==> src/tcc_defs.svh <==
`ifndef TCC_DEFS_SVH
`define TCC_DEFS_SVH

// Register byte offsets on the Avalon-MM slave
`define TCC_OFF_CTRL0     8'h00
`define TCC_OFF_CTRL1     8'h04
`define TCC_OFF_OUT_CTRL  8'h08
`define TCC_OFF_CAP_EDGE  8'h0c
`define TCC_OFF_TRG_EDGE  8'h10
`define TCC_OFF_OPTION    8'h14
`define TCC_OFF_CC0       8'h18
`define TCC_OFF_CC1       8'h1c
`define TCC_OFF_COUNT     8'h20
`define TCC_OFF_FILTER    8'h24

// Field positions
`define TCC_CTRL0_RUN     0
`define TCC_CTRL0_PRS_LO  1
`define TCC_CTRL1_MODE_LO 0
`define TCC_CTRL1_TRIG    4
`define TCC_CTRL1_EVCLK   5
`define TCC_OUT_EN0       0
`define TCC_OUT_INV0      1
`define TCC_OUT_EN1       2
`define TCC_OUT_INV1      3
`define TCC_EDGE0_LO      0
`define TCC_EDGE1_LO      2
`define TCC_OPT_OVF       0
`define TCC_OPT_SEL0      4
`define TCC_OPT_SEL1      5

// Reset values
`define TCC_RST_CC        16'h0000
`define TCC_RST_BYTE      8'h00
`define TCC_RST_NIBBLE    4'h0

`endif

==> src/tcc_pkg.sv <==
package tcc_pkg;

    typedef enum logic [2:0] {
        MODE_INTERVAL  = 3'h0,
        MODE_EVENT     = 3'h1,
        MODE_EXT_TRIG  = 3'h2,
        MODE_ONE_SHOT  = 3'h3,
        MODE_PWM       = 3'h4,
        MODE_FREE_RUN  = 3'h5,
        MODE_PULSE_W   = 3'h6,
        MODE_RESERVED  = 3'h7
    } tcc_mode_e;

    typedef enum logic [2:0] {
        ST_IDLE = 3'b001,
        ST_ARM  = 3'b010,
        ST_RUN  = 3'b100
    } tcc_state_e;

    typedef struct packed {
        logic        read;
        logic        write;
        logic [7:0]  addr;
        logic [31:0] wdata;
        logic [3:0]  be;
    } tcc_bus_req_s;

endpackage

==> src/tcc_timer_capture_compare.sv <==
// The Avalon-MM interface to the registers and the register offsets are this design's own decisions.
`timescale 1ns/1ps
`include "tcc_defs.svh"

module tcc_timer_capture_compare #(
    parameter int CNT_W = 16
) (
    input  wire logic        clk_i,
    input  wire logic        rst_n_i,
    input  wire logic [7:0]  avs_address_i,
    input  wire logic        avs_read_i,
    input  wire logic        avs_write_i,
    input  wire logic [31:0] avs_writedata_i,
    input  wire logic [3:0]  avs_byteenable_i,
    output logic      [31:0] avs_readdata_o,
    output logic             avs_waitrequest_o,
    input  wire logic        timer_in0_i,
    input  wire logic        timer_in1_i,
    output logic             timer_out0_o,
    output logic             timer_out1_o,
    output logic             match0_irq_o,
    output logic             match1_irq_o,
    output logic             overflow_irq_o
);

    if (CNT_W < 8 || CNT_W > 16) begin : g_bad_width
        $error("CNT_W must lie between 8 and 16");
    end

    localparam logic [CNT_W-1:0] CNT_FULL = '1;
    localparam logic [CNT_W-1:0] CNT_ZERO = '0;

    function automatic logic edge_hit(input logic [1:0] sel, input logic prev, input logic cur);
        edge_hit = (sel[0] & ~prev & cur) | (sel[1] & prev & ~cur);
    endfunction

    function automatic logic addr_hit(input logic [7:0] addr, input logic [7:0] off);
        addr_hit = (addr == off);
    endfunction

    tcc_pkg::tcc_bus_req_s bus;
    tcc_pkg::tcc_state_e   state_r;
    tcc_pkg::tcc_mode_e    mode;

    logic             wait_r;
    logic [31:0]      rdata_r;
    logic [31:0]      rd_mux;
    logic             wr_acc;
    logic             wr16;
    logic [3:0]       ctrl0_r;
    logic [2:0]       mode_r;
    logic             evclk_r;
    logic             trig_pulse_r;
    logic [3:0]       out_ctrl_r;
    logic [3:0]       cap_edge_r;
    logic [3:0]       trg_edge_r;
    logic             sel0_r;
    logic             sel1_r;
    logic             ovf_r;
    logic [7:0]       filter_r;
    logic [CNT_W-1:0] cc0_r;
    logic [CNT_W-1:0] cc1_r;
    logic [CNT_W-1:0] sh0_r;
    logic [CNT_W-1:0] sh1_r;
    logic [CNT_W-1:0] cnt_r;
    logic             first_r;
    logic             pend_r;
    logic [6:0]       presc_r;
    logic [7:0]       presc_one;
    logic [6:0]       presc_mask;
    logic [1:0]       pin_raw;
    logic [1:0]       samp_r;
    logic [1:0]       filt_r;
    logic [1:0]       prev_r;
    logic             tog0_r;
    logic             tog1_r;
    logic             out0_r;
    logic             out1_r;
    logic             m0_irq_r;
    logic             m1_irq_r;
    logic             ov_irq_r;

    logic run_en;
    logic is_free;
    logic is_pw;
    logic cyc_mode;
    logic batch_mode;
    logic trig_mode;
    logic cap0_mode;
    logic cap1_mode;
    logic cap0_ev;
    logic cap1_ev;
    logic trig_ev;
    logic tick;
    logic counting;
    logic match0;
    logic match1;
    logic ovf_ev;
    logic batch_load;

    // Avalon-MM slave: one wait cycle, read data latched when the request is seen
    assign bus.read  = avs_read_i;
    assign bus.write = avs_write_i;
    assign bus.addr  = avs_address_i;
    assign bus.wdata = avs_writedata_i;
    assign bus.be    = avs_byteenable_i;

    assign wr_acc = bus.write & ~wait_r;
    assign wr16   = (bus.be[1:0] == 2'b11);

    always_ff @(posedge clk_i) begin
        if (!rst_n_i) begin
            wait_r <= 1'b1;
        end else begin
            wait_r <= ~((bus.read | bus.write) & wait_r);
        end
    end

    // Snapshot taken one edge before completion; a capture at that edge cannot tear it
    always_ff @(posedge clk_i) begin
        if (!rst_n_i) begin
            rdata_r <= 32'h0000_0000;
        end else if (bus.read & wait_r) begin
            rdata_r <= rd_mux;
        end
    end

    always_comb begin
        rd_mux = 32'h0000_0000;
        if (addr_hit(bus.addr, `TCC_OFF_CTRL0)) begin
            rd_mux[3:0] = ctrl0_r;
        end else if (addr_hit(bus.addr, `TCC_OFF_CTRL1)) begin
            rd_mux[2:0] = mode_r;
            rd_mux[`TCC_CTRL1_EVCLK] = evclk_r;
        end else if (addr_hit(bus.addr, `TCC_OFF_OUT_CTRL)) begin
            rd_mux[3:0] = out_ctrl_r;
        end else if (addr_hit(bus.addr, `TCC_OFF_CAP_EDGE)) begin
            rd_mux[3:0] = cap_edge_r;
        end else if (addr_hit(bus.addr, `TCC_OFF_TRG_EDGE)) begin
            rd_mux[3:0] = trg_edge_r;
        end else if (addr_hit(bus.addr, `TCC_OFF_OPTION)) begin
            rd_mux[`TCC_OPT_OVF]  = ovf_r;
            rd_mux[`TCC_OPT_SEL0] = sel0_r;
            rd_mux[`TCC_OPT_SEL1] = sel1_r;
        end else if (addr_hit(bus.addr, `TCC_OFF_CC0)) begin
            rd_mux[CNT_W-1:0] = cc0_r;
        end else if (addr_hit(bus.addr, `TCC_OFF_CC1)) begin
            rd_mux[CNT_W-1:0] = cc1_r;
        end else if (addr_hit(bus.addr, `TCC_OFF_COUNT)) begin
            rd_mux[CNT_W-1:0] = run_en ? cnt_r : CNT_ZERO;
        end else if (addr_hit(bus.addr, `TCC_OFF_FILTER)) begin
            rd_mux[7:0] = filter_r;
        end
    end

    // Control registers
    always_ff @(posedge clk_i) begin
        if (!rst_n_i) begin
            ctrl0_r <= `TCC_RST_NIBBLE;
        end else if (wr_acc && bus.be[0] && addr_hit(bus.addr, `TCC_OFF_CTRL0)) begin
            ctrl0_r <= bus.wdata[3:0];
        end
    end

    always_ff @(posedge clk_i) begin
        if (!rst_n_i) begin
            mode_r       <= 3'h0;
            evclk_r      <= 1'b0;
            trig_pulse_r <= 1'b0;
        end else begin
            trig_pulse_r <= 1'b0;
            if (wr_acc && bus.be[0] && addr_hit(bus.addr, `TCC_OFF_CTRL1)) begin
                mode_r       <= bus.wdata[2:0];
                evclk_r      <= bus.wdata[`TCC_CTRL1_EVCLK];
                trig_pulse_r <= bus.wdata[`TCC_CTRL1_TRIG];
            end
        end
    end

    always_ff @(posedge clk_i) begin
        if (!rst_n_i) begin
            out_ctrl_r <= `TCC_RST_NIBBLE;
            cap_edge_r <= `TCC_RST_NIBBLE;
            trg_edge_r <= `TCC_RST_NIBBLE;
        end else if (wr_acc && bus.be[0]) begin
            if (addr_hit(bus.addr, `TCC_OFF_OUT_CTRL)) begin
                out_ctrl_r <= bus.wdata[3:0];
            end else if (addr_hit(bus.addr, `TCC_OFF_CAP_EDGE)) begin
                cap_edge_r <= bus.wdata[3:0];
            end else if (addr_hit(bus.addr, `TCC_OFF_TRG_EDGE)) begin
                trg_edge_r <= bus.wdata[3:0];
            end
        end
    end

    always_ff @(posedge clk_i) begin
        if (!rst_n_i) begin
            sel0_r <= 1'b0;
            sel1_r <= 1'b0;
        end else if (wr_acc && bus.be[0] && addr_hit(bus.addr, `TCC_OFF_OPTION)) begin
            sel0_r <= bus.wdata[`TCC_OPT_SEL0];
            sel1_r <= bus.wdata[`TCC_OPT_SEL1];
        end
    end

    always_ff @(posedge clk_i) begin
        if (!rst_n_i) begin
            filter_r <= `TCC_RST_BYTE;
        end else if (wr_acc && bus.be[0] && addr_hit(bus.addr, `TCC_OFF_FILTER)) begin
            filter_r <= bus.wdata[7:0];
        end
    end

    // Mode decode
    assign mode       = tcc_pkg::tcc_mode_e'(mode_r);
    assign run_en     = ctrl0_r[`TCC_CTRL0_RUN];
    assign is_free    = (mode == tcc_pkg::MODE_FREE_RUN);
    assign is_pw      = (mode == tcc_pkg::MODE_PULSE_W);
    assign trig_mode  = (mode == tcc_pkg::MODE_EXT_TRIG) || (mode == tcc_pkg::MODE_ONE_SHOT);
    assign batch_mode = (mode == tcc_pkg::MODE_EXT_TRIG) || (mode == tcc_pkg::MODE_PWM);
    assign cyc_mode   = (mode_r <= 3'h4);
    assign cap0_mode  = (is_free & sel0_r) | is_pw;
    assign cap1_mode  = (is_free & sel1_r) | is_pw;

    // Input pins: optional two-sample agreement filter per pin
    assign pin_raw = {timer_in1_i, timer_in0_i};

    for (genvar g = 0; g < 2; g++) begin : g_pin
        always_ff @(posedge clk_i) begin
            if (!rst_n_i) begin
                samp_r[g] <= 1'b0;
                filt_r[g] <= 1'b0;
                prev_r[g] <= 1'b0;
            end else begin
                samp_r[g] <= pin_raw[g];
                prev_r[g] <= filt_r[g];
                if (!filter_r[g] || (samp_r[g] == pin_raw[g])) begin
                    filt_r[g] <= pin_raw[g];
                end
            end
        end
    end

    assign cap0_ev = run_en & cap0_mode
                   & edge_hit(cap_edge_r[`TCC_EDGE0_LO +: 2], prev_r[0], filt_r[0]);
    assign cap1_ev = run_en & cap1_mode
                   & edge_hit(cap_edge_r[`TCC_EDGE1_LO +: 2], prev_r[1], filt_r[1]);
    assign trig_ev = run_en & trig_mode & (trig_pulse_r
                   | edge_hit(trg_edge_r[`TCC_EDGE0_LO +: 2], prev_r[0], filt_r[0]));

    // Count clock: prescaled system clock or counted edges on in0
    assign presc_one  = 8'h01 << ctrl0_r[`TCC_CTRL0_PRS_LO +: 3];
    assign presc_mask = 7'(presc_one - 8'h01);

    always_ff @(posedge clk_i) begin
        if (!rst_n_i || !run_en) begin
            presc_r <= 7'h00;
        end else begin
            presc_r <= presc_r + 7'h01;
        end
    end

    assign tick = evclk_r
                ? edge_hit(trg_edge_r[`TCC_EDGE1_LO +: 2], prev_r[0], filt_r[0])
                : ((presc_r & presc_mask) == presc_mask);

    assign counting   = (state_r == tcc_pkg::ST_RUN) & tick & ~first_r;
    assign match0     = counting & ~cap0_mode & (cnt_r == sh0_r);
    assign match1     = counting & ~cap1_mode & (cnt_r == sh1_r);
    assign ovf_ev     = counting & (is_free | is_pw) & (cnt_r == CNT_FULL) & ~(cyc_mode & match0);
    assign batch_load = (state_r == tcc_pkg::ST_RUN) & tick & first_r | (match0 & pend_r);

    // Sequencer: idle while stopped, armed while awaiting a trigger, running
    always_ff @(posedge clk_i) begin
        if (!rst_n_i || !run_en) begin
            state_r <= tcc_pkg::ST_IDLE;
            first_r <= 1'b0;
        end else begin
            case (state_r)
                tcc_pkg::ST_IDLE: begin
                    first_r <= 1'b1;
                    state_r <= trig_mode ? tcc_pkg::ST_ARM : tcc_pkg::ST_RUN;
                end
                tcc_pkg::ST_ARM: begin
                    if (trig_ev) begin
                        state_r <= tcc_pkg::ST_RUN;
                        first_r <= 1'b1;
                    end
                end
                tcc_pkg::ST_RUN: begin
                    if (trig_ev && mode == tcc_pkg::MODE_EXT_TRIG) begin
                        first_r <= 1'b1;
                    end else if (match0 && mode == tcc_pkg::MODE_ONE_SHOT) begin
                        state_r <= tcc_pkg::ST_ARM;
                    end else if (tick) begin
                        first_r <= 1'b0;
                    end
                end
                default: begin
                    state_r <= tcc_pkg::ST_IDLE;
                end
            endcase
        end
    end

    // The counter rests at all ones while stopped or armed
    always_ff @(posedge clk_i) begin
        if (!rst_n_i || !run_en || state_r != tcc_pkg::ST_RUN) begin
            cnt_r <= CNT_FULL;
        end else if (trig_ev && mode == tcc_pkg::MODE_EXT_TRIG) begin
            cnt_r <= CNT_FULL;
        end else if (match0 && mode == tcc_pkg::MODE_ONE_SHOT) begin
            cnt_r <= CNT_FULL;
        end else if (is_pw && (cap0_ev || cap1_ev)) begin
            cnt_r <= CNT_ZERO;
        end else if (tick) begin
            if (first_r) begin
                cnt_r <= CNT_ZERO;
            end else if (cyc_mode && match0) begin
                cnt_r <= CNT_ZERO;
            end else begin
                cnt_r <= cnt_r + 1'b1;
            end
        end
    end

    // Capture/compare registers; a capture wins over a same-cycle write
    always_ff @(posedge clk_i) begin
        if (!rst_n_i) begin
            cc0_r <= CNT_W'(`TCC_RST_CC);
        end else if (cap0_ev) begin
            cc0_r <= cnt_r;
        end else if (wr_acc && wr16 && addr_hit(bus.addr, `TCC_OFF_CC0)) begin
            cc0_r <= bus.wdata[CNT_W-1:0];
        end
    end

    always_ff @(posedge clk_i) begin
        if (!rst_n_i) begin
            cc1_r <= CNT_W'(`TCC_RST_CC);
        end else if (cap1_ev) begin
            cc1_r <= cnt_r;
        end else if (wr_acc && wr16 && addr_hit(bus.addr, `TCC_OFF_CC1)) begin
            cc1_r <= bus.wdata[CNT_W-1:0];
        end
    end

    // Batch transfer armed by the write to register 1, taken at the cycle boundary
    always_ff @(posedge clk_i) begin
        if (!rst_n_i || !run_en || !batch_mode) begin
            pend_r <= 1'b0;
        end else if (wr_acc && wr16 && addr_hit(bus.addr, `TCC_OFF_CC1)) begin
            pend_r <= 1'b1;
        end else if (batch_load) begin
            pend_r <= 1'b0;
        end
    end

    always_ff @(posedge clk_i) begin
        if (!rst_n_i) begin
            sh0_r <= CNT_W'(`TCC_RST_CC);
            sh1_r <= CNT_W'(`TCC_RST_CC);
        end else if (!batch_mode || batch_load) begin
            sh0_r <= cc0_r;
            sh1_r <= cc1_r;
        end
    end

    // Overflow flag: hardware set beats a software clear in the same cycle
    always_ff @(posedge clk_i) begin
        if (!rst_n_i || !run_en) begin
            ovf_r <= 1'b0;
        end else if (ovf_ev) begin
            ovf_r <= 1'b1;
        end else if (wr_acc && bus.be[0] && addr_hit(bus.addr, `TCC_OFF_OPTION)
                     && !bus.wdata[`TCC_OPT_OVF]) begin
            ovf_r <= 1'b0;
        end
    end

    // Output pins: the enable gates the toggle at a match and also masks the pin level every cycle
    always_ff @(posedge clk_i) begin
        if (!rst_n_i || !run_en) begin
            tog0_r <= 1'b0;
            tog1_r <= 1'b0;
        end else begin
            if (match0 && out_ctrl_r[`TCC_OUT_EN0]) begin
                tog0_r <= ~tog0_r;
            end
            if (match1 && out_ctrl_r[`TCC_OUT_EN1]) begin
                tog1_r <= ~tog1_r;
            end
        end
    end

    always_ff @(posedge clk_i) begin
        if (!rst_n_i) begin
            out0_r <= 1'b0;
            out1_r <= 1'b0;
        end else begin
            out0_r <= (out_ctrl_r[`TCC_OUT_EN0] & tog0_r) ^ out_ctrl_r[`TCC_OUT_INV0];
            out1_r <= (out_ctrl_r[`TCC_OUT_EN1] & tog1_r) ^ out_ctrl_r[`TCC_OUT_INV1];
        end
    end

    always_ff @(posedge clk_i) begin
        if (!rst_n_i) begin
            m0_irq_r <= 1'b0;
            m1_irq_r <= 1'b0;
            ov_irq_r <= 1'b0;
        end else begin
            m0_irq_r <= match0;
            m1_irq_r <= match1;
            ov_irq_r <= ovf_ev;
        end
    end

    assign avs_readdata_o    = rdata_r;
    assign avs_waitrequest_o = wait_r;
    assign timer_out0_o      = out0_r;
    assign timer_out1_o      = out1_r;
    assign match0_irq_o      = m0_irq_r;
    assign match1_irq_o      = m1_irq_r;
    assign overflow_irq_o    = ov_irq_r;

endmodule
==> config.mk <==
export PLATFORM = sky130hd
export DESIGN_NAME = tcc_timer_capture_compare
export DESIGN_NICKNAME = d
export VERILOG_FILES = /design/src/tcc_pkg.sv /design/src/tcc_timer_capture_compare.sv
export VERILOG_INCLUDE_DIRS = /design/src
export SDC_FILE = /design/constraint.sdc
export NUM_CORES = 1
export LEC_CHECK = 0
export ABC_AREA = 0
export BUFFER_PORTS_ARGS = -buffer_cell sky130_fd_sc_hd__buf_4
export CAP_MARGIN = 20
export CORE_MARGIN = 5
export CORE_UTILIZATION = 30
export DETAILED_ROUTE_END_ITERATION = 10
export MAX_ROUTING_LAYER = met4
export PLACE_DENSITY_LB_ADDON = 0.25
export SYNTH_ARGS = -nofsm -noshare
export SYNTH_HDL_FRONTEND = slang
export SYNTH_SLANG_ARGS = --single-unit
==> constraint.sdc <==
create_clock -name clk_i -period 7.29 [get_ports clk_i]
set_clock_uncertainty 0.2 [all_clocks]
set_input_delay 0.729 -clock clk_i [delete_from_list [all_inputs] [get_ports clk_i]]
set_output_delay 0.729 -clock clk_i [all_outputs]
set_load 0.01 [all_outputs]
* Word level (Yosys, flattened, before mapping)
Cells that the tools add are included.
** Operators by class
- Shift-type cells :: 1
- Reductions and logical operators :: 44
- Add/subtract/negate cells :: 3
- Bitwise gates (word level) :: 68
- Magnitude comparators :: 1
- Equal/unequal tests :: 30
- Muxes and demuxes :: 45
** Operators with widths (count)
- two-way mux 16 bit :: 11
- two-way mux 12 bit :: 4
- bitwise AND 1 bit :: 41
- equality test 16 bit :: 2
- equality test 8 x 5 -> 1 bit (second input constant) :: 4
- two-way mux 8 bit :: 3
- two-way mux 10 bit :: 2
- two-way mux 3 bit :: 6
- adder 16 x 1 -> 16 bit (second input constant) :: 1
- equality test 16 bit (second input constant) :: 1
- equality test 8 x 4 -> 1 bit (second input constant) :: 2
- equality test 8 x 6 -> 1 bit (second input constant) :: 2
- two-way mux 4 bit :: 4
- logical AND 1 bit :: 15
- inverter 1 bit :: 14
- equality test 3 bit (second input constant) :: 4
- two-way mux 1 bit :: 11
- bitwise OR 1 bit :: 10
- nonzero test 2 bit :: 5
- equality test 3 x 2 -> 1 bit (second input constant) :: 3
- logical OR 1 bit :: 9
- case mux 3 bit (3 select lines) :: 1
- equality test 8 x 3 -> 1 bit (second input constant) :: 1
- logical NOT 8 bit :: 1
- other kinds (22) :: 35
** Storage, ports and cells
- Register bits after elaboration :: 154
- Bits of input ports :: 50
- Word-level logic and storage cells :: 227
- Output and inout port bits :: 38

* Logic depth before layout (Yosys ltp)
Gate-level depths: netlist of the first run.
- Word-level depth :: 14
- Depth in mapped cells :: 13
- Mapped depth without buffers :: 10

* Least setup slack after synthesis of the first run
OpenSTA, ideal clock, no wires.
- Path type :: reg-to-reg
- From :: register ctrl0_r[3]
- To :: register sh0_r[12]
- Data required time :: 6967 ps
- Library setup time :: 123 ps
- Arrival time :: 2759 ps
- Setup slack :: 4208 ps
- Stages on the path, launching flop included :: 12
- Path buffers :: 3
- Period minus slack after synthesis :: 3082 ps
- Path through :: dfxtp_1 buf_2 or3_1 ha_1 nor3b_1 o32a_1 a2111oi_2 a32oi_1 buf_6 o31ai_4 clkbuf_2 o21ai_0
** On the way
- Longest elaborated chain between the ends :: 12
- Elaborated cells between the ends (all ways) :: 13
- Those cells by class :: 1 x add/sub; 1 x eq/ne; 1 x shift; 1 x mux; 8 x bitwise; 1 x reduce/logical
** RTL lines
- start: declaration :: RTL line tcc_timer_capture_compare.sv:50 : logic [3:0] ctrl0_r;
- start signal: assignment :: RTL line tcc_timer_capture_compare.sv:159 : ctrl0_r <= `TCC_RST_NIBBLE;
- start signal: assignment :: RTL line tcc_timer_capture_compare.sv:161 : ctrl0_r <= bus.wdata[3:0];
- left shift 1 x 3 -> 7 bit * :: RTL line tcc_timer_capture_compare.sv:252 : assign presc_one = 8'h01 << ctrl0_r[`TCC_CTRL0_PRS_LO +: 3];
- subtractor 7 x 1 -> 7 bit * :: RTL line tcc_timer_capture_compare.sv:253 : assign presc_mask = 7'(presc_one - 8'h01);
- bitwise AND 7 bit :: RTL line tcc_timer_capture_compare.sv:265 : : ((presc_r & presc_mask) == presc_mask);
- equality test 7 bit * :: RTL line tcc_timer_capture_compare.sv:265
- two-way mux 1 bit * :: RTL line tcc_timer_capture_compare.sv:263 : assign tick = evclk_r
- bitwise AND 1 bit * :: RTL line tcc_timer_capture_compare.sv:267, tcc_timer_capture_compare.sv:271
- bitwise AND 1 bit :: RTL line tcc_timer_capture_compare.sv:267 : assign counting = (state_r == tcc_pkg::ST_RUN) & tick & ~first_r;
- bitwise AND 1 bit (2 in a row) :: RTL line tcc_timer_capture_compare.sv:268 : assign match0 = counting & ~cap0_mode & (cnt_r == sh0_r);
- bitwise AND 1 bit :: RTL line tcc_timer_capture_compare.sv:271 : assign batch_load = (state_r == tcc_pkg::ST_RUN) & tick & first_r | (match0 & pend_r);
- bitwise OR 1 bit * :: RTL line tcc_timer_capture_compare.sv:271
- logical OR 1 bit * :: RTL line tcc_timer_capture_compare.sv:363 : end else if (!batch_mode || batch_load) begin
- end signal: assignment :: RTL line tcc_timer_capture_compare.sv:361 : sh0_r <= CNT_W'(`TCC_RST_CC);
- end signal: assignment :: RTL line tcc_timer_capture_compare.sv:364 : sh0_r <= cc0_r;
- end: declaration :: RTL line tcc_timer_capture_compare.sv:63 : logic [CNT_W-1:0] sh0_r;
Every way passes the cells marked *; elsewhere a longest branch is shown, timed or not.
A chain may end at the register's enable or synchronous reset.

* Worst setup path after layout of the first run
- From :: register ctrl0_r[3]
- To :: register cnt_r[4]
** On the way
- Longest elaborated chain between the ends :: 14
- Elaborated cells between the ends (all ways) :: 17
- Those cells by class :: 1 x add/sub; 1 x eq/ne; 1 x shift; 5 x mux; 5 x bitwise; 4 x reduce/logical
** RTL lines
- left shift 1 x 3 -> 7 bit * :: RTL line tcc_timer_capture_compare.sv:252
- subtractor 7 x 1 -> 7 bit * :: RTL line tcc_timer_capture_compare.sv:253
- bitwise AND 7 bit :: RTL line tcc_timer_capture_compare.sv:265
- equality test 7 bit * :: RTL line tcc_timer_capture_compare.sv:265
- two-way mux 1 bit * :: RTL line tcc_timer_capture_compare.sv:263
- bitwise AND 1 bit (2 in a row) :: RTL line tcc_timer_capture_compare.sv:267
- bitwise AND 1 bit (2 in a row) :: RTL line tcc_timer_capture_compare.sv:268
- logical AND 1 bit :: RTL line tcc_timer_capture_compare.sv:319 : end else if (cyc_mode && match0) begin
- two-way mux 16 bit :: RTL line tcc_timer_capture_compare.sv:319
- two-way mux 16 bit :: RTL line tcc_timer_capture_compare.sv:317 : if (first_r) begin
- two-way mux 16 bit :: RTL line tcc_timer_capture_compare.sv:316 : end else if (tick) begin
- two-way mux 16 bit :: RTL line tcc_timer_capture_compare.sv:314 : end else if (is_pw && (cap0_ev || cap1_ev)) begin
- end signal: assignment :: RTL line tcc_timer_capture_compare.sv:322 : cnt_r <= cnt_r + 1'b1;
- end: declaration :: RTL line tcc_timer_capture_compare.sv:65 : logic [CNT_W-1:0] cnt_r;
Every way passes the cells marked *; elsewhere a longest branch is shown, timed or not. The select of a mux whose other input is x is not followed.

==> impl_metrics.json, run 1 <==
{
  "cts_tree": "yes",
  "ctsResizeCount": 0,
  "crit_slowest_cell": "nor2_1",
  "dp_hpwl_microns": 15600,
  "synth-seq-cells": 154,
  "postRouteAntennaNets": 0,
  "worst_setup_path_end_kind": "flop",
  "power_density_nw_per_um2": 208,
  "yosysTopAreaCell": "dfxtp_1",
  "wl_per_cell_microns": 17.9,
  "setup_tns_ns": 0,
  "seq_area_frac_synth_pct": 40.0,
  "min_path_type": "reg -> reg",
  "cts_buffer_depth": 2,
  "htreeDepth": 4,
  "tightest_slew_ns": 1.04,
  "leakage_nw": 3.20,
  "antenna_found_initial": 0,
  "clockPowerShare_pct": 50.1,
  "rows": 58,
  "dieWidth_microns": 170,
  "switchingPower_mw": 0.417,
  "drt_wl_total_microns": 23400,
  "fin_crit_sh_pct": 48.8,
  "drive_above_1_share_pct": 11.5,
  "syn_to_final_growth_pct": 14.4,
  "relSlewSlack_pct": 30.4,
  "fin_hold_ws_ns": 0.258,
  "routed_via_density": 5.16,
  "postCtsHoldBufs": 0,
  "ys.flop_type": "dfxtp_1",
  "grt_pass1_wl_microns": 36400,
  "initial_core_util_pct": 30.6,
  "setup_violations": 0,
  "ys_types": 55,
  "synth_area_leaders": "dfxtp_1 (40%), mux2i_1 (6.4%), nand2_1 (5.7%)",
  "async_reset_ff_share_pct": 0,
  "path_clk_slew_ns": 0.06,
  "grt_max_degree": 94,
  "fillers": 2671,
  "core_area_sq_um": 25300,
  "cts_setup_buffers": 0,
  "io_pins": 88,
  "insertion_delay_ns": 0.43,
  "gp_congestion": 0.837,
  "power.internal_mw": 1.42,
  "crit_path_max_fanout": 29,
  "antennaDiodeCount": 0,
  "start_kind": "flop",
  "dr_total_vias": 6718,
  "grt_use_total_pct": 16.6,
  "seqPwrFrac_pct": 46.2,
  "irDropWorstVdd_mv": 0.125,
  "cp_top_family": "simple AND/OR/NAND/NOR gates",
  "synth_edf_count": 0,
  "hold_violations": 0,
  "path_class": "reg -> reg",
  "netlist.area_leader.share_pct": 40.0,
  "arrival_ns": 3.71,
  "worst-r2r-setup-slack_ns": 3.73,
  "netSwitchingFraction_pct": 22.7,
  "path_cells": "or3_1, ha_1, nor3b_1, o32a_1, a2111oi_2, a32oi_2, buf_4, nor2_1, a221oi_1, o21ai_0",
  "fin_nets": 1014,
  "drc": 0,
  "combPwrFrac_pct": 3.8,
  "fmax_mhz": 281,
  "synth.avg_cell_area_sq_um": 8.07,
  "rsz0062_at_grt": "no",
  "root_buffer": "clkbuf_16",
  "yosys_warnings": 0,
  "drt_iter0_markers": 564,
  "min_period_ns": 3.56,
  "cts_sinks": 154,
  "crit_path_max_incr_delay_ns": 0.66,
  "worst_ep_required_time_ns": 7.44,
  "maxSlewViolCount": 0,
  "grt_pass1_vias": 6205,
  "die_area_sq_um": 29000,
  "synth_cells": 956,
  "cp_num_buf_inv": 1,
  "drv_cap": 0,
  "status": "completed",
  "first_pass_iters": 5,
  "die_y_microns": 170,
  "portBuffers": 53,
  "cts_buffers": 17,
  "grt-ovfl-total": 0,
  "synthesis.area_sq_um": 7720
}
[final timing paths]
path	from	endpoint	depth (start not counted)
worst min register to register	filter_r[5]	filter_r[5]	2
worst max-delay path	ctrl0_r[3]	cnt_r[4]	10
worst min-delay path	filter_r[5]	filter_r[5]	2
worst max register to register	ctrl0_r[3]	cnt_r[4]	10
[cell usage in the layout (no fill, tap or decap), types with 6 or more instances in the layout]
cell,netlist,layout
dfxtp_1,154,154
nand2_1,117,117
nor2_1,93,92
o21ai_0,76,76
nand3_1,66,66
buf_4,19,64
a21oi_1,52,52
mux2i_1,49,49
xnor2_1,37,37
and2_1,24,24
clkbuf_16,0,17
a211oi_1,16,16
conb_1,1,16
nand4_1,13,13
nor2b_1,12,12
a222oi_1,12,12
nor3_1,11,11
o21bai_1,10,10
nor4_1,9,9
and3_1,9,9
a221oi_1,8,8
nor4b_1,7,7
a22oi_1,7,7
inv_1,6,6
nor3b_1,6,6
o211ai_1,6,6
a31oi_1,6,6
nand2b_1,6,6
o21ai_1,6,6
[layout make-up]
class                   count  area [sq um]  area share, %
flip-flops and latches    154          3080           34.9
clock buffers              19           453           5.13
clock inverters            12           149           1.69
inverters                   7          26.3          0.298
repair buffers             66           507           5.74
multi-input cells         715          4190           47.5
well taps                 330           413           4.68
[layer usage]
metal | GRT usage, % | share of wire (%)
met5 | - | 0
met4 | 4.90 | 1.3
met3 | 2.69 | 4.3
met2 | 25.7 | 46
met1 | 22.3 | 48
[power by group through the flow]
stage / sequential (mW) / combinational, mW / clock [mW]
global placement: 0.866 / 0.0682 / 0
CTS: 0.848 / 0.0675 / 0.937
floorplan: 0.866 / 0.0396 / 0
detailed placement: 0.866 / 0.0673 / 0
global route: 0.847 / 0.0745 / 0.977
finish: 0.848 / 0.0689 / 0.919
[cells in the mapped netlist, types with 2 or more instances]
library cell,count
dfxtp_1,154
nand2_1,117
nor2_1,93
o21ai_0,76
nand3_1,66
clkbuf_1,56
a21oi_1,52
mux2i_1,49
xnor2_1,37
and2_1,24
buf_4,19
a211oi_1,16
nand4_1,13
a222oi_1,12
nor2b_1,12
nor3_1,11
o21bai_1,10
and3_1,9
nor4_1,9
a221oi_1,8
buf_2,8
a22oi_1,7
nor4b_1,7
a31oi_1,6
inv_1,6
nand2b_1,6
nor3b_1,6
o211ai_1,6
o21ai_1,6
buf_6,5
a21o_1,4
a22o_1,4
clkbuf_2,4
or3_1,4
xor2_1,4
buf_1,3
ha_1,3
mux2_2,3
a221o_1,2
a31o_2,2
nor2_2,2
o22ai_1,2
[flip-flops by register name (all words and copies together) (netlist names), 3 cells and up]
signal          flops
cap_edge_r          4
presc_r             7
cc0_r              16
cnt_r              16
sh1_r              16
out_ctrl_r          4
ctrl0_r             4
state_r             3
sh0_r              16
trg_edge_r          4
filter_r            8
mode                3
avs_readdata_o     16
cc1_r              16
[worst reg2reg max path, cell delays in order, from the launching register on]
cell and delay [ns]:
dfxtp_1 0.43, or3_1 0.42, ha_1 0.28, nor3b_1 0.16, o32a_1 0.31, a2111oi_2 0.24, a32oi_2 0.16, buf_4 0.26
nor2_1 0.68, a221oi_1 0.16, o21ai_0 0.20
[cells by family after synthesis]
kind of cell	Yosys count	synth area share, %
other	1	0.0486
XOR/XNOR	41	4.65
AND/OR/NAND/NOR	384	23.6
AO/OA/AOI/OAI	219	17.9
multiplexers	52	6.79
flip-flops	154	40.0
buffers and inverters	102	6.57
adder cells (fa/ha/maj)	3	0.487
[through the flow]
| stage | setup slack, ns | utilization [%] | area, sq um | total power, mW | std cells |
|---|---|---|---|---|---|
| finish | 3.73 | 34.9 | 8820 | 1.84 | 1303 |
| global route | 3.46 | 34.9 | 8820 | 1.90 | 1303 |
| CTS | 3.06 | 34.8 | 8800 | 1.85 | 1301 |
| detailed placement | 3.06 | 32.5 | 8200 | 0.934 | 1270 |
| global placement | 3.14 | 32.5 | 8200 | 0.935 | 1270 |
| floorplan | 4.21 | - | 7770 | 0.906 | 971 |
(Power assumes the default switching activity.)
==> run 2, diff against run 1 <==
==> constraint.sdc (replaced) <==
create_clock -name clk_i -period 3.4 [get_ports clk_i]
set_clock_uncertainty 0.2 [all_clocks]
set_input_delay 0.34 -clock clk_i [delete_from_list [all_inputs] [get_ports clk_i]]
set_output_delay 0.34 -clock clk_i [all_outputs]
set_load 0.01 [all_outputs]
==> run 2 against run 1 <==
Fmax increased by 11%; register-to-register slack lost 3.5 ns; worst hold slack worse by 0.23 ns; combinational power grew 130%; sequential share of layout area decreased by 1.4 points; non-clock buffer count grew 33; critical endpoint is now sh0_r[5]; core utilization grew 1.5 points; flip-flop and latch count unchanged; clock power grew 130%; clock-buffer cell count is 1 lower; first-iteration DRC count decreased by 7.6%; highest routed layer unchanged; global-route usage is 0.60 points higher.
==> impl_metrics.json, run 2 (synthesized netlist as in run 1, its figures left out) <==
{
  "combPwrFrac_pct": 3.9,
  "drive_above_1_share_pct": 13.6,
  "setup_violations": 0,
  "cts_tree": "yes",
  "initial_core_util_pct": 30.6,
  "worst_setup_path_end_kind": "flop",
  "antennaDiodeCount": 0,
  "grt_pass1_vias": 6508,
  "grt_max_degree": 83,
  "path_class": "reg -> reg",
  "cts_buffers": 17,
  "switchingPower_mw": 0.933,
  "gp_congestion": 0.868,
  "maxSlewViolCount": 0,
  "io_pins": 88,
  "fin_crit_sh_pct": 93.8,
  "crit_slowest_cell": "dfxtp_1",
  "netSwitchingFraction_pct": 22.6,
  "arrival_ns": 3.34,
  "grt_pass1_wl_microns": 37800,
  "min_path_type": "in -> reg",
  "relSlewSlack_pct": 43.5,
  "cts_buffer_depth": 2,
  "antenna_found_initial": 0,
  "dp_hpwl_microns": 16300,
  "syn_to_final_growth_pct": 19.2,
  "die_y_microns": 170,
  "rows": 58,
  "final_cell_mix": "dfxtp_1 (154), nand2_1 (117), nor2_1 (92), buf_4 (87), o21ai_0 (75)",
  "grt_use_total_pct": 17.2,
  "routed_via_density": 5.22,
  "drc": 0,
  "root_buffer": "clkbuf_16",
  "fin_nets": 1047,
  "clockPowerShare_pct": 52.1,
  "final_common_cell": "dfxtp_1",
  "grt-ovfl-total": 0,
  "crit_path_max_incr_delay_ns": 0.34,
  "min_period_ns": 3.19,
  "die_area_sq_um": 29000,
  "fmax_mhz": 313,
  "core_area_sq_um": 25300,
  "first_pass_iters": 5,
  "worst_ep_required_time_ns": 3.55,
  "path_clk_slew_ns": 0.07,
  "drt_wl_total_microns": 24600,
  "drv_cap": 0,
  "drt_iter0_markers": 521,
  "start_kind": "flop",
  "cp_top_family": "compound AO/OA/AOI/OAI gates",
  "leakage_nw": 3.41,
  "postRouteAntennaNets": 0,
  "cts_sinks": 154,
  "irDropWorstVdd_mv": 0.293,
  "wl_per_cell_microns": 18.4,
  "dr_total_vias": 6982,
  "status": "completed",
  "seqPwrFrac_pct": 44.1,
  "power.internal_mw": 3.19,
  "tightest_slew_ns": 0.839,
  "portBuffers": 53,
  "power_density_nw_per_um2": 448,
  "insertion_delay_ns": 0.44,
  "power_mw": 4.12,
  "path_cells": "buf_4, nor2_1, nand2_1, ha_1, nor3b_1, o32a_1, a2111oi_4, a32oi_2, buf_4, o31ai_4, buf_4, clkbuf_16, nand3_1, o21ai_0",
  "crit_path_max_fanout": 16,
  "dieWidth_microns": 170,
  "cpMostUsedCell": "buf_4",
  "hold_violations": 0,
  "cp_num_buf_inv": 4,
  "rsz0062_at_grt": "no",
  "setup_tns_ns": 0,
  "htreeDepth": 4
}
[run 2: changes by cell type in the layout (fill, tap and decap cells not counted), moves of 2 or more]
cell           change
buf_4             +23
dlygate4sd3_1      +9
clkinv_2           -3
bufinv_16          +2
clkbuf_16          +2
clkinv_4           +2
[run 2: final timing paths]
kind,end,start,cells after the start,slack (ns)
min,filter_r[5],avs_writedata_i[5],3,0.03
min reg2reg,avs_readdata_o[4],avs_readdata_o[4],2,0.26
max,sh0_r[5],ctrl0_r[2],14,0.21
max reg2reg,sh0_r[5],ctrl0_r[2],14,0.21
[run 2: worst register-to-register path, cell delays in order (launching register included)]
cell	delay (ns)
dfxtp_1	0.34
buf_4	0.17
nor2_1	0.12
nand2_1	0.08
ha_1	0.26
nor3b_1	0.18
o32a_1	0.33
a2111oi_4	0.21
a32oi_2	0.20
buf_4	0.21
o31ai_4	0.21
buf_4	0.20
clkbuf_16	0.20
nand3_1	0.09
o21ai_0	0.12
[run 2: metrics by stage]
| step | worst slack (ns) | instance area, sq um | instances | hold slack [ns] | utilization (%) |
|---|---|---|---|---|---|
| 2_1_floorplan | 0.318 | 7770 | 971 | 0.236 | - |
| 5_1_grt | 0.0132 | 9200 | 1337 | 0.0222 | 36.4 |
| 4_1_cts | 0.156 | 9120 | 1333 | 0.0137 | 36.1 |
| 6_report | 0.209 | 9200 | 1337 | 0.0262 | 36.4 |
| 3_5_place_dp | 0.182 | 8370 | 1292 | 0.248 | 33.2 |
| 3_3_place_gp | 0.255 | 8370 | 1292 | 0.245 | 33.2 |
[run 2: final cells by class]
cell class / instances / area, sq um
timing repair buffer: 99 / 813
inverter: 7 / 26.3
multi-input combinational: 715 / 4210
sequential: 154 / 3080
clock buffer: 18 / 439
clock inverter: 14 / 220
fill: 2660 / 16100
tap: 330 / 413
[run 2: timing repair]
item                       CTS  global route
hold endpoints to repair     8             0
hold buffers                 9             0
setup buffers                0             2
gates resized for setup      0             2
setup endpoints to repair    0            32
[run 2: per-layer routing]
layer | GRT usage, % | part of all wire (%) | up-vias
li1 | - | - | 3410
met1 | 22.9 | 47 | 3341
met2 | 26.8 | 46 | 201
met3 | 3.41 | 5.7 | 30
met4 | 4.24 | 1.6 | 0
met5 | - | 0 | -
[run 2: power groups by stage]
| stage | sequential [mW] | clock (mW) | combinational, mW |
|---|---|---|---|
| after detailed placement | 1.86 | 0 | 0.153 |
| after CTS | 1.82 | 2.18 | 0.160 |
| final | 1.82 | 2.15 | 0.161 |
| after global placement | 1.86 | 0 | 0.152 |
| after global routing | 1.82 | 2.27 | 0.173 |
| after floorplan | 1.86 | 0 | 0.0849 |
==> run 3, diff against run 2 <==
--- a/config.mk
+++ b/config.mk
@@ -13,7 +13,7 @@
 export CORE_UTILIZATION = 30
 export DETAILED_ROUTE_END_ITERATION = 10
 export MAX_ROUTING_LAYER = met4
-export PLACE_DENSITY_LB_ADDON = 0.25
+export PLACE_DENSITY = 0.52
 export SYNTH_ARGS = -nofsm -noshare
 export SYNTH_HDL_FRONTEND = slang
 export SYNTH_SLANG_ARGS = --single-unit
==> constraint.sdc (replaced) <==
create_clock -name clk_i -period 3.4 [get_ports clk_i]
set_clock_uncertainty 0.2 [all_clocks]
set_input_delay 0.34 -clock clk_i [delete_from_list [all_inputs] [get_ports clk_i]]
set_output_delay 0.34 -clock clk_i [all_outputs]
set_load 0.05 [all_outputs]
==> run 3 against run 2 <==
Clock power fell by 3%; first-iteration DRC count is 2.7% higher; non-clock buffer count fell by 5; fmax is 0.62% higher; sequential share of layout area grew 0.27 points; clock-buffer cell count increased by 1; core utilization shrank 0.29 points; flip-flop and latch count did not move; cell area shrank 0.79%; global-route usage shrank 0.12 points; die area unchanged; largest power group unchanged.
==> impl_metrics.json, run 3 (synthesized netlist as in run 1, its figures left out) <==
{
  "status": "completed",
  "fin_hold_ws_ns": 0.0528,
  "drt_iter0_markers": 535,
  "fmax_mhz": 315,
  "hold_violations": 0,
  "r2r_start": "ctrl0_r[3]",
  "worst_setup_path_end_kind": "flop",
  "power_mw": 4.09,
  "path_class": "reg -> reg",
  "r2r_end": "cnt_r[6]",
  "cts_buffer_depth": 2,
  "start_kind": "flop",
  "setup_tns_ns": 0,
  "insertion_delay_ns": 0.43,
  "hp-start": "avs_writedata_i[3]",
  "placed_area_sq_um": 8370,
  "dp_hpwl_microns": 16400,
  "worst_ep_required_time_ns": 3.55,
  "dp_cells": 1290,
  "dr_total_vias": 6836,
  "fillers": 2627,
  "fin_area_sq_um": 9130,
  "fin_crit_sh_pct": 93.3,
  "leakage_nw": 3.37,
  "cts_sinks": 154,
  "gp_congestion": 0.838,
  "cts_buffers": 17,
  "grt_pass1_wl_microns": 38000,
  "maxSlewViolCount": 0,
  "grt_max_degree": 82,
  "rsz0062_at_grt": "no",
  "met1_length_microns": 11200,
  "io_pins": 88,
  "htreeDepth": 4,
  "wl_per_cell_microns": 17.8,
  "min_path_type": "in -> reg",
  "grt_pass1_vias": 6692,
  "die_area_sq_um": 29000,
  "post-route-util_pct": 36.1,
  "r2r_cells": 10,
  "highest_layer": "met4",
  "power_density_nw_per_um2": 449,
  "tightest_slew_ns": 0.780,
  "antenna_found_initial": 0,
  "final_common_cell": "dfxtp_1",
  "dr_wl_met3_microns": 927,
  "arrival_ns": 3.32,
  "drc": 0,
  "syn_to_final_growth_pct": 18.3,
  "setup_violations": 0,
  "die_y_microns": 170,
  "dr_wl_met2_microns": 11300,
  "drv_cap": 0,
  "worst_slack_ns": 0.229,
  "irDropWorstVdd_mv": 0.370,
  "worstHoldPathCells": 3,
  "crit_path_max_fanout": 11,
  "drive_above_1_share_pct": 13.2,
  "path_clk_slew_ns": 0.07,
  "routed_via_density": 5.13,
  "hold_end": "ctrl0_r[3]",
  "drt_wl_total_microns": 23700,
  "portBuffers": 53,
  "postRouteAntennaNets": 0,
  "pre_cts_ws_ns": 0.0702,
  "first_pass_iters": 5,
  "worst-r2r-setup-slack_ns": 0.23,
  "relSlewSlack_pct": 48.0,
  "initial_core_util_pct": 30.6,
  "min_period_ns": 3.17,
  "fin_cells": 1332,
  "core_area_sq_um": 25300,
  "cts_tree": "yes",
  "rows": 58,
  "fin_nets": 1042,
  "grt_use_total_pct": 17.1,
  "antennaDiodeCount": 0,
  "grt-ovfl-total": 0,
  "final_cell_mix": "dfxtp_1 (154), nand2_1 (117), nor2_1 (91), buf_4 (83), o21ai_0 (76)",
  "dieWidth_microns": 170,
  "root_buffer": "clkbuf_16"
}
==> run 3: worst max path at each step <==
stage               slack, ns  cells after the start       start   endpoint
detailed placement       0.07                      9  ctrl0_r[3]   cnt_r[6]
global route             0.01                     12  ctrl0_r[3]   cnt_r[0]
global placement         0.11                     11  ctrl0_r[2]   cnt_r[5]
CTS                      0.03                      9  ctrl0_r[3]   cnt_r[6]
finish                   0.23                     10  ctrl0_r[3]   cnt_r[6]
floorplan                0.32                     11  ctrl0_r[3]  sh0_r[12]
==> run 3: layout make-up <==
type	instances	area, sq um	area share, %
flip-flops and latches	154	3080	33.8
inverters	7	26.3	0.288
well taps	330	413	4.52
clock buffers	19	443	4.85
repair buffers	94	753	8.25
clock inverters	13	190	2.08
multi-input cells	715	4220	46.2
==> run 3: worst max-delay path, stage by stage, from the launching register on <==
cell	delay (ns)
dfxtp_1	0.31
or3_1	0.36
ha_1	0.28
nor3b_1	0.17
o32a_1	0.32
a2111oi_4	0.26
a32oi_4	0.23
buf_4	0.19
nor2_2	0.45
a221oi_1	0.15
o21ai_0	0.18
==> run 3: power breakdown <==
| group | switching [mW] | internal [mW] |
|---|---|---|
| clock | 0.818 | 1.26 |
| sequential | 0.00595 | 1.81 |
| combinational | 0.145 | 0.0565 |
| total | 0.970 | 3.12 |
==> run 3: routing by layer <==
layer | global-route usage (%) | vias up
met5 | - | -
met4 | 4.48 | 0
met3 | 3.34 | 29
met2 | 27.1 | 148
met1 | 22.3 | 3258
li1 | - | 3401
==> run 3: timing repair <==
| action | 4_1_cts | 5_1_grt |
|---|---|---|
| endpoints found under the setup margin | 0 | 15 |
| setup buffers | 0 | 1 |
| hold buffers | 9 | 0 |
| resized for setup | 0 | 3 |
| endpoints found under the hold margin | 9 | 0 |
